## src/inc/mscr_defs.svh

```systemverilog
`ifndef MSCR_DEFS_SVH
`define MSCR_DEFS_SVH
// Register addresses on the register port.
`define MSCR_ADDR_STARTUP   8'h93
`define MSCR_ADDR_PROTECT   8'h94
// Reset values.
`define MSCR_RST_STARTUP    16'h0000
`define MSCR_RST_PROTECT    16'h0000
// Start-up profile field positions.
`define MSCR_SU_RSVD        15
`define MSCR_SU_RANGE       14
`define MSCR_SU_ACC2_HI     13
`define MSCR_SU_ACC2_LO     11
`define MSCR_SU_ACC1_HI     10
`define MSCR_SU_ACC1_LO     8
`define MSCR_SU_THR_HI      7
`define MSCR_SU_THR_LO      3
`define MSCR_SU_ALN_HI      2
`define MSCR_SU_ALN_LO      0
// Protection-limit field positions.
`define MSCR_PL_OT_HI       15
`define MSCR_PL_OT_LO       14
`define MSCR_PL_LOCK_HI     13
`define MSCR_PL_LOCK_LO     8
`define MSCR_PL_SW_HI       7
`define MSCR_PL_SW_LO       4
`define MSCR_PL_HW_HI       3
`define MSCR_PL_HW_LO       1
`define MSCR_PL_RNG         0
// Writable mask of the start-up register; the reserved bit is excluded.
`define MSCR_SU_WMASK       16'h7FFF
// High handover range is (n + 1) times this many low-range steps.
`define MSCR_THR_HI_STEPS   9'h010
`endif

```

## src/inc/mscr_pkg.sv

```systemverilog
package mscr_pkg;
  // Start-up profile fields as seen by the commutation logic.
  typedef struct packed {
    logic       accel_range_select;
    logic [2:0] startup_accel_second_order;
    logic [2:0] startup_accel_first_order;
    logic [4:0] loop_handover_threshold;
    logic [2:0] alignment_duration;
  } mscr_startup_s;
  // Protection-limit fields.
  typedef struct packed {
    logic [1:0] thermal_current_cap;
    logic [5:0] lock_detect_enable;
    logic [3:0] soft_current_limit;
    logic [2:0] hard_current_limit;
    logic       limit_range_select;
  } mscr_protect_s;
  // Decoded physical values.
  typedef struct packed {
    logic        handover_valid;
    logic [8:0]  handover_steps;
    logic [12:0] align_ms;
    logic        soft_limit_on;
    logic [3:0]  soft_limit_steps;
    logic [5:0]  hard_limit_dA;
    logic [4:0]  thermal_cap_dA;
    logic        accel2_zero;
  } mscr_decoded_s;
endpackage : mscr_pkg

```

## src/logic/mscr_regs.sv

```systemverilog
// Functional notes
// - Start-up bit 15 is reserved, always reads zero, writes are dropped.
// - Start-up bit 14 selects fast (0) or slow (1) acceleration table.
// - Bits 13:11 hold second-order acceleration; code 111 means no acceleration.
// - Slow range second-order codes roughly halve per step down to zero.
// - Bits 10:8 hold first-order acceleration code, fast table 76 to 0.3 Hz/s.
// - Slow range first-order codes run 4.8 Hz/s down to 0.019 Hz/s.
// - Handover low range is n times 0.8 Hz; zero is not applicable.
// - Handover high range is (n + 1) times 12.8 Hz.
// - Bits 2:0 select alignment time from 5.3 s down to 0.04 s.
// - Protection register resets to zero, all fields read/write.
// - Start-up register lives at address 0x93 and resets to zero.
// - Soft limit zero disables it, otherwise value times 0.2 A.
// - Hard limit 0.4 A steps in range 1, four fixed levels in range 0.
`timescale 1ns/1ps
`include "mscr_defs.svh"
module mscr_regs
  import mscr_pkg::*;
(
  // Clock and reset.
  input  wire logic          mclk,
  input  wire logic          rstn,
  // Register port.
  input  wire logic [7:0]    reg_addr,
  input  wire logic          reg_wr,
  input  wire logic [15:0]   reg_wdata,
  input  wire logic          reg_rd,
  output logic      [15:0]   reg_rdata,
  output logic               reg_rvalid,
  // Configuration towards the motor logic.
  output mscr_startup_s      startup_cfg,
  output mscr_protect_s      protect_cfg,
  output mscr_decoded_s      decoded_cfg
);

  logic [15:0]   startup_reg;
  logic [15:0]   startup_next;
  logic [15:0]   protect_reg;
  logic [15:0]   protect_next;
  logic [15:0]   rdata_reg;
  logic [15:0]   rdata_next;
  logic          rvalid_reg;
  logic          rvalid_next;
  mscr_decoded_s dec_reg;
  mscr_decoded_s dec_next;

  // Alignment time in milliseconds for each code.
  function automatic logic [12:0] align_ms_f(input logic [2:0] code);
    unique case (code)
      3'h0: align_ms_f = 13'h14B4;
      3'h1: align_ms_f = 13'h0A8C;
      3'h2: align_ms_f = 13'h0514;
      3'h3: align_ms_f = 13'h029E;
      3'h4: align_ms_f = 13'h014A;
      3'h5: align_ms_f = 13'h00A0;
      3'h6: align_ms_f = 13'h0050;
      3'h7: align_ms_f = 13'h0028;
    endcase
  endfunction : align_ms_f

  // Hard limit in tenths of an ampere; range 0 ignores the top code bit.
  function automatic logic [5:0] hard_dA_f(input logic rng, input logic [2:0] code);
    logic [5:0] v;
    v = 6'h00;
    if (rng) begin
      v = {1'b0, code, 2'b00} + 6'h04;
    end else begin
      unique case (code[1:0])
        2'h0: v = 6'h19;
        2'h1: v = 6'h13;
        2'h2: v = 6'h0F;
        2'h3: v = 6'h09;
      endcase
    end
    hard_dA_f = v;
  endfunction : hard_dA_f

  // Register writes; the reserved bit is masked so it can never be set.
  always_comb begin
    startup_next = startup_reg;
    protect_next = protect_reg;
    if (reg_wr && reg_addr == `MSCR_ADDR_STARTUP) begin
      startup_next = reg_wdata & `MSCR_SU_WMASK;
    end
    if (reg_wr && reg_addr == `MSCR_ADDR_PROTECT) begin
      protect_next = reg_wdata;
    end
  end

  always_ff @(posedge mclk or negedge rstn) begin
    if (!rstn) begin
      startup_reg <= `MSCR_RST_STARTUP;
      protect_reg <= `MSCR_RST_PROTECT;
    end else begin
      startup_reg <= startup_next;
      protect_reg <= protect_next;
    end
  end

  // Read data is registered; unmapped addresses answer zero.
  always_comb begin
    rdata_next  = rdata_reg;
    rvalid_next = reg_rd;
    if (reg_rd) begin
      unique case (reg_addr)
        `MSCR_ADDR_STARTUP: rdata_next = startup_reg & `MSCR_SU_WMASK;
        `MSCR_ADDR_PROTECT: rdata_next = protect_reg;
        default:            rdata_next = 16'h0000;
      endcase
    end
  end

  always_ff @(posedge mclk or negedge rstn) begin
    if (!rstn) begin
      rdata_reg  <= 16'h0000;
      rvalid_reg <= 1'b0;
    end else begin
      rdata_reg  <= rdata_next;
      rvalid_reg <= rvalid_next;
    end
  end

  // Decode of the stored codes into physical units, one cycle behind the
  // registers so that long decode paths do not reach the write port.
  always_comb begin
    logic [4:0] thr;
    logic [3:0] sw;
    thr      = startup_reg[`MSCR_SU_THR_HI:`MSCR_SU_THR_LO];
    sw       = protect_reg[`MSCR_PL_SW_HI:`MSCR_PL_SW_LO];
    dec_next = '0;
    // Steps of 0.8 Hz; the high range is (n + 1) times 16 such steps.
    if (thr[4]) begin
      dec_next.handover_steps = {4'h0, {1'b0, thr[3:0]} + 5'h01} * `MSCR_THR_HI_STEPS;
      dec_next.handover_valid = 1'b1;
    end else begin
      dec_next.handover_steps = {5'h00, thr[3:0]};
      dec_next.handover_valid = (thr[3:0] != 4'h0);
    end
    dec_next.align_ms         = align_ms_f(startup_reg[`MSCR_SU_ALN_HI:`MSCR_SU_ALN_LO]);
    dec_next.soft_limit_on    = (sw != 4'h0);
    dec_next.soft_limit_steps = sw;
    dec_next.hard_limit_dA    = hard_dA_f(protect_reg[`MSCR_PL_RNG],
                                          protect_reg[`MSCR_PL_HW_HI:`MSCR_PL_HW_LO]);
    // The thermal cap values are 1.0, 1.6 and 2.0 A; zero means no cap.
    unique case (protect_reg[`MSCR_PL_OT_HI:`MSCR_PL_OT_LO])
      2'h0: dec_next.thermal_cap_dA = 5'h00;
      2'h1: dec_next.thermal_cap_dA = 5'h0A;
      2'h2: dec_next.thermal_cap_dA = 5'h10;
      2'h3: dec_next.thermal_cap_dA = 5'h14;
    endcase
    // Code 111 is zero acceleration in both tables.
    dec_next.accel2_zero = (startup_reg[`MSCR_SU_ACC2_HI:`MSCR_SU_ACC2_LO] == 3'h7);
  end

  always_ff @(posedge mclk or negedge rstn) begin
    if (!rstn) begin
      dec_reg <= '0;
    end else begin
      dec_reg <= dec_next;
    end
  end

  // Field outputs come straight from the stored flops. The range bit travels
  // with both codes; the consumer picks the fast or slow table from it.
  assign startup_cfg.accel_range_select         = startup_reg[`MSCR_SU_RANGE];
  assign startup_cfg.startup_accel_second_order = startup_reg[`MSCR_SU_ACC2_HI:`MSCR_SU_ACC2_LO];
  assign startup_cfg.startup_accel_first_order  = startup_reg[`MSCR_SU_ACC1_HI:`MSCR_SU_ACC1_LO];
  assign startup_cfg.loop_handover_threshold    = startup_reg[`MSCR_SU_THR_HI:`MSCR_SU_THR_LO];
  assign startup_cfg.alignment_duration         = startup_reg[`MSCR_SU_ALN_HI:`MSCR_SU_ALN_LO];
  assign protect_cfg.thermal_current_cap        = protect_reg[`MSCR_PL_OT_HI:`MSCR_PL_OT_LO];
  assign protect_cfg.lock_detect_enable         = protect_reg[`MSCR_PL_LOCK_HI:`MSCR_PL_LOCK_LO];
  assign protect_cfg.soft_current_limit         = protect_reg[`MSCR_PL_SW_HI:`MSCR_PL_SW_LO];
  assign protect_cfg.hard_current_limit         = protect_reg[`MSCR_PL_HW_HI:`MSCR_PL_HW_LO];
  assign protect_cfg.limit_range_select         = protect_reg[`MSCR_PL_RNG];
  assign decoded_cfg = dec_reg;
  assign reg_rdata   = rdata_reg;
  assign reg_rvalid  = rvalid_reg;
endmodule : mscr_regs

```

## config.mk

```make
export PLATFORM = sky130hd
export DESIGN_NAME = mscr_regs
export DESIGN_NICKNAME = d
export VERILOG_FILES = /design/src/inc/mscr_pkg.sv /design/src/logic/mscr_regs.sv
export VERILOG_INCLUDE_DIRS = /design/src /design/src/inc
export SDC_FILE = /design/constraint.sdc
export NUM_CORES = 1
export LEC_CHECK = 0
export BUFFER_PORTS_ARGS = -buffer_cell sky130_fd_sc_hd__buf_2
export CAP_MARGIN = 20
export CORE_ASPECT_RATIO = 0.5
export CORE_MARGIN = 2
export CORE_UTILIZATION = 30
export DETAILED_ROUTE_END_ITERATION = 10
export GPL_TIMING_DRIVEN = 1
export PLACE_DENSITY = 0.6
export SYNTH_ARGS = -nofsm -noshare
export SYNTH_HDL_FRONTEND = slang
export SYNTH_SLANG_ARGS = --single-unit
```

## constraint.sdc

```tcl
create_clock -name mclk -period 1.46 [get_ports mclk]
set_input_delay 0.219 -clock mclk [delete_from_list [all_inputs] [get_ports mclk]]
set_output_delay 0.219 -clock mclk [all_outputs]
set_load 0.005 [all_outputs]
```

==> impl_metrics.tcl, run 1 <==
set metrics [dict create \
    syn_area_sq_um 3450 \
    end_kind "register" \
    die_x_um 156 \
    vdd.ir_drop.worst_mv 0.466 \
    max_freq_ghz 0.688 \
    maxCapViolCount 0 \
    die-area_sq_um 12400 \
    rr_worst_depth 3 \
    clock_skew_ns 0.00652 \
    r2r_start "startup_reg[3]$_DFFE_PN0P_" \
    wl_mm 7.99 \
    power_density_nw_per_um2 1140 \
    yosysSeqAreaShare 0.617 \
    cp.required_ns 1.69 \
    power.share.clock 0.435 \
    hold_start "reg_wdata[15]" \
    htree_levels 3 \
    io_buffers 113 \
    dr.pass1.iters 4 \
    clock_latency_ns 0.34 \
    rsz0062_at_grt "yes" \
    detail_route.wl_per_cell_um 15.1 \
    postCtsSetupRepairBufs 0 \
    slew_violations 0 \
    antenna_found_initial 0 \
    ff2ff_setup_slack_ns 0.15 \
    nets 420 \
    largest_reg_flops 37 \
    period_minus_slack_ns 1.45 \
    cts-root-buf "clkbuf_16" \
    min_path_cells 2 \
    via_per_inst 4.40 \
    core-area_sq_um 11100 \
    power_frac_comb 0.083 \
    netSwitchingFraction 0.232 \
    grt_pass1_wl_mm 12.9 \
    die_h_um 79.8 \
    multi_input_area_sq_um 1120 \
    drive_gt1_frac 0.479 \
    cts.path.max_buffers 2 \
    hpwl_mm 5.86 \
    hold_violations 0 \
    holdPathEnd "protect_cfg[15]$_DFFE_PN0P_" \
    vias 2328 \
    yosys_warnings 0 \
    cts_inserted_buffers 9 \
    crit_fanout 5 \
    worstSetupPathType "in -> reg" \
    synthCells 254 \
    seq_area_sq_um 2130 \
    start_util 0.311 \
    row_count 27 \
    start_kind "input pin" \
    seq_power_share 0.482 \
    grtUsageTotal 0.138 \
    yosys_register_bits 85 \
    synth.distinct_cells 36 \
    tns_ns 0 \
    diodes 0 \
    grt_pass1_vias 2409 \
    status "complete, no violations" \
    p_switching_mw 1.21 \
    io_pins 116 \
    cts_tree "yes" \
    place_congestion 0.720 \
    worst_hold_slack_ns 0.117 \
    drtIter0Drc 78 \
    p_int_mw 4.01 \
    grt_max_degree 52 \
    hp-class "in -> reg" \
    avgSynthCellArea_sq_um 13.6 \
    leakage_nw 2.41 \
    syn2layout_area_growth_pct 32.6 \
    r2r_end "decoded_cfg[39]$_DFF_PN0_" \
    grt.overflow.total 0 \
    period_share 0.995 \
    cts_sinks 85 \
    cp.arrival_ns 1.68 \
    clk_pin_slew_worst_paths_ns 0.07 \
    setup_viol 0 \
    drc 0 \
    route.antenna.remaining_nets 0 \
    final.fill_count 1065 \
]
routing by layer:
layer / part of all wire / GRT usage / vias up
met4: 0.016 / 0.0596 / 0
met1: 0.44 / 0.168 / 1170
li1: - / - / 1102
met3: 0.038 / 0.0445 / 14
met5: 0 / 0 / -
met2: 0.50 / 0.226 / 42
final cells by class:
type                       count  share of cell area
multi-input combinational    125               0.246
clock inverter                 6              0.0156
clock buffer                  10              0.0501
timing repair buffer         132               0.162
sequential                    85               0.465
tap                          145              0.0397
inverter                      26              0.0213
cells by family (layout without fill, tap and decap cells):
kind of cell | after synthesis | count (layout) | synth area share
XOR/XNOR | 3 | 3 | 0.00762
flip-flops | 85 | 85 | 0.617
other | 1 | 2 | 0.00109
multiplexers | 33 | 33 | 0.118
AO/OA/AOI/OAI | 38 | 38 | 0.0733
AND/OR/NAND/NOR | 36 | 36 | 0.0697
buffers and inverters | 45 | 174 | 0.0660
adder cells (fa/ha/maj) | 13 | 13 | 0.0472
what timing repair did:
item                       CTS  global route
hold endpoints to repair    34             0
hold buffers                 1             0
setup endpoints to repair    0            10
gates resized for setup      0             1
stage by stage:
stage | utilization | cells | worst slack, ns | power, mW | area, sq um
3_5_place_dp | 0.384 | 512 | -0.360 | 3.01 | 4260
2_1_floorplan | - | 255 | -0.292 | 2.74 | 3480
5_1_grt | 0.413 | 529 | -0.0302 | 5.48 | 4570
6_report | 0.413 | 529 | 0.00698 | 5.23 | 4570
3_3_place_gp | 0.384 | 512 | -0.329 | 3.00 | 4260
4_1_cts | 0.412 | 529 | 0.00642 | 5.30 | 4570
power by group through the flow:
stage | Clock, mW | Sequential [mW] | Combinational, mW
after floorplan | 0 | 2.58 | 0.161
after global placement | 0 | 2.57 | 0.434
after detailed placement | 0 | 2.57 | 0.437
after CTS | 2.33 | 2.52 | 0.442
after global routing | 2.46 | 2.53 | 0.485
final | 2.27 | 2.52 | 0.432
worst max-delay path, cell delays in order:
cell	delay, ns
buf_2	0.10
or4b_4	0.57
nor3b_4	0.26
buf_4	0.20
mux2_2	0.33
worst max path at each step:
stage / to / slack (ns) / startpoint
2_1_floorplan: protect_cfg[0]$_DFFE_PN0P_ / -0.29 / reg_addr[3]
3_3_place_gp: startup_reg[8]$_DFFE_PN0P_ / -0.33 / reg_addr[3]
3_5_place_dp: startup_reg[9]$_DFFE_PN0P_ / -0.36 / reg_addr[3]
4_1_cts: startup_reg[9]$_DFFE_PN0P_ / 0.006 / reg_addr[3]
5_1_grt: protect_cfg[8]$_DFFE_PN0P_ / -0.03 / reg_addr[3]
6_report: startup_reg[3]$_DFFE_PN0P_ / 0.007 / reg_addr[3]
Yosys cell counts (all sizes together):
cell     n  area (sq um)
nor3     2          10.0
nand3    1          5.00
o22ai   16           100
ha      13           163
and4     1          8.76
xnor2    2          17.5
conb     1          3.75
or4b     2          23.8
and3b    1          8.76
a21o     1          7.51
nor2b    7          43.8
buf     12           104
mux2i    1          10.0
or2      1          6.26
or4      1          7.51
nor3b    3          50.1
and3     1          6.26
clkbuf   7          26.3
nand2    7          26.3
xor2     1          8.76
o21bai   1          7.51
mux2    32           398
nor2     5          18.8
a22oi   15           113
inv     26          97.6
o21ai    4          20.0
a21oi    1          5.00
and2     4          25.0
dfrtp   85          2130
layout by cell type, fill, tap and decap left out, drive strengths merged, types with 4 or more instances in the layout:
master	count
a22oi	15
and2	4
buf	131
clkbuf	10
dfrtp	85
ha	13
inv	27
mux2	32
nand2	7
nor2	5
nor2b	7
o21ai	4
o22ai	16
(Power assumes the default switching activity.)
==> inputs of run 2 (changes only) <==
CORE_UTILIZATION = 52   (was 30)
CTS_BUF_LIST = sky130_fd_sc_hd__clkbuf_2 sky130_fd_sc_hd__clkbuf_4 sky130_fd_sc_hd__clkbuf_8   (was unset)
PLACE_DENSITY = 0.9   (was 0.6)
==> run 2 against run 1 <==
Flip-flop and latch count is the same. Fmax grew 0.17%. Die area shrank 41%. Clock skew grew 0.0035 ns. Sequential power is essentially flat. Largest cell class unchanged. Highest routed layer unchanged.
==> impl_metrics.tcl, run 2 (synthesized netlist as in run 1, its figures left out) <==
set metrics [dict create \
    nets 416 \
    maxCapViolCount 0 \
    grt_pass1_wl_mm 12.2 \
    hold_start "reg_wdata[15]" \
    cp.required_ns 1.68 \
    total_power_mw 4.74 \
    cts_tree "yes" \
    grt_pass1_vias 2388 \
    grtUsageTotal 0.219 \
    post_dp_cell_area_sq_um 4160 \
    end_kind "register" \
    start_util 0.553 \
    clock_latency_ns 0.34 \
    cts-root-buf "clkbuf_8" \
    period_minus_slack_ns 1.45 \
    cts_sinks 85 \
    clk_pin_slew_worst_paths_ns 0.08 \
    detail_route.wl_per_cell_um 16.3 \
    worstSetupPathType "in -> reg" \
    design_area_sq_um 4390 \
    antenna_found_initial 0 \
    drc 0 \
    ff2ff_setup_slack_ns 0.11 \
    dr.max_layer_used "met4" \
    hp-class "in -> reg" \
    layoutNonFillerInstCount 468 \
    min_path_cells 2 \
    layout_commonest_cell "buf_2" \
    holdPathEnd "protect_cfg[15]$_DFFE_PN0P_" \
    period_share 0.994 \
    row_count 20 \
    hpwl_mm 5.30 \
    io_pins 116 \
    place_congestion 0.778 \
    diodes 0 \
    power_density_nw_per_um2 1080 \
    max_freq_ghz 0.689 \
    slew_violations 0 \
    grt_max_degree 86 \
    via_per_inst 5.18 \
    grt.overflow.total 0 \
    r2r_start "startup_reg[3]$_DFFE_PN0P_" \
    leakage_nw 2.35 \
    largest_reg_flops 37 \
    dp.cells 451 \
    worst_hold_slack_ns 0.118 \
    syn2layout_area_growth_pct 27.3 \
    final_cell_mix "buf_2 (112), dfrtp_1 (85), inv_1 (26)" \
    rr_worst_depth 3 \
    hold_violations 0 \
    die_h_um 61.6 \
    final.fill_count 417 \
    wl_met2_mm 4.03 \
    io_buffers 113 \
    wl_mm 7.65 \
    drtIter0Drc 158 \
    vias 2423 \
    wl_met1_mm 3.10 \
    r2r_end "decoded_cfg[39]$_DFF_PN0_" \
    wl_met3_um 459 \
    drive_gt1_frac 0.476 \
    die-area_sq_um 7340 \
    cts.path.max_buffers 2 \
    core-area_sq_um 6230 \
    vdd.ir_drop.worst_mv 0.469 \
    status "complete, no violations" \
    dr.pass1.iters 4 \
    rsz0062_at_grt "yes" \
    htree_levels 3 \
    route.antenna.remaining_nets 0 \
    cp.arrival_ns 1.67 \
    die_x_um 119 \
    start_kind "input pin" \
    crit_fanout 12 \
    cts_inserted_buffers 9 \
    setup_viol 0 \
    clock_skew_ns 0.0101 \
]
[run 2: cell count changes in the layout (fill, tap and decap cells not counted), sizes merged]
cell,before,now
clkbuf,10,12
buf,131,127
bufinv,1,2
inv,27,26
clkinv,3,1
[run 2: layout make-up]
cell class	instances	area, sq um	share of cell area
inverters	26	97.6	0.0222
repair buffers	128	708	0.161
clock buffers	12	146	0.0334
clock inverters	4	72.6	0.0165
multi-input cells	125	1130	0.257
well taps	88	110	0.0251
flip-flops and latches	85	2130	0.485
[run 2: worst max path at each step]
stage                            from                    endpoint  slack (ns)
final                     reg_addr[3]  startup_reg[9]$_DFFE_PN0P_       0.009
after global routing      reg_addr[3]  protect_cfg[8]$_DFFE_PN0P_       -0.01
after CTS                 reg_addr[3]  startup_reg[8]$_DFFE_PN0P_        0.02
after detailed placement  reg_addr[3]  startup_reg[8]$_DFFE_PN0P_       -0.35
after global placement    reg_addr[3]  startup_reg[9]$_DFFE_PN0P_       -0.31
after floorplan           reg_addr[3]  protect_cfg[0]$_DFFE_PN0P_       -0.29
[run 2: worst max-delay path, stage by stage]
cell     delay [ns]
buf_2          0.10
or4b_4         0.57
nor3b_4        0.25
buf_12         0.19
mux2_2         0.34
[run 2: routing by layer]
layer | global-route usage | vias to the layer above
met2 | 0.410 | 94
met5 | 0 | -
met3 | 0.0509 | 7
li1 | - | 1092
met1 | 0.259 | 1230
met4 | 0.0816 | 0
[run 2: stage by stage]
| step | setup WS (ns) | TNS [ns] | utilization |
|---|---|---|---|
| after floorplan | -0.292 | -8.19 | - |
| after global placement | -0.313 | -11.40 | 0.667 |
| final | 0.00948 | 0 | 0.704 |
| after detailed placement | -0.347 | -12.58 | 0.667 |
| after CTS | 0.0183 | 0 | 0.704 |
| after global routing | -0.0119 | -0.0225 | 0.704 |
[run 2: repair_timing]
item	in CTS	in global routing
endpoints found under the setup margin	0	5
endpoints found under the hold margin	85	0
hold buffers	1	0
buffers inserted	0	0
resized for setup	0	1
[run 2: where the power goes]
| group | switching, mW | internal [mW] |
|---|---|---|
| clock network | 0.782 | 1.02 |
| registers | 0.0663 | 2.46 |
| logic | 0.211 | 0.207 |
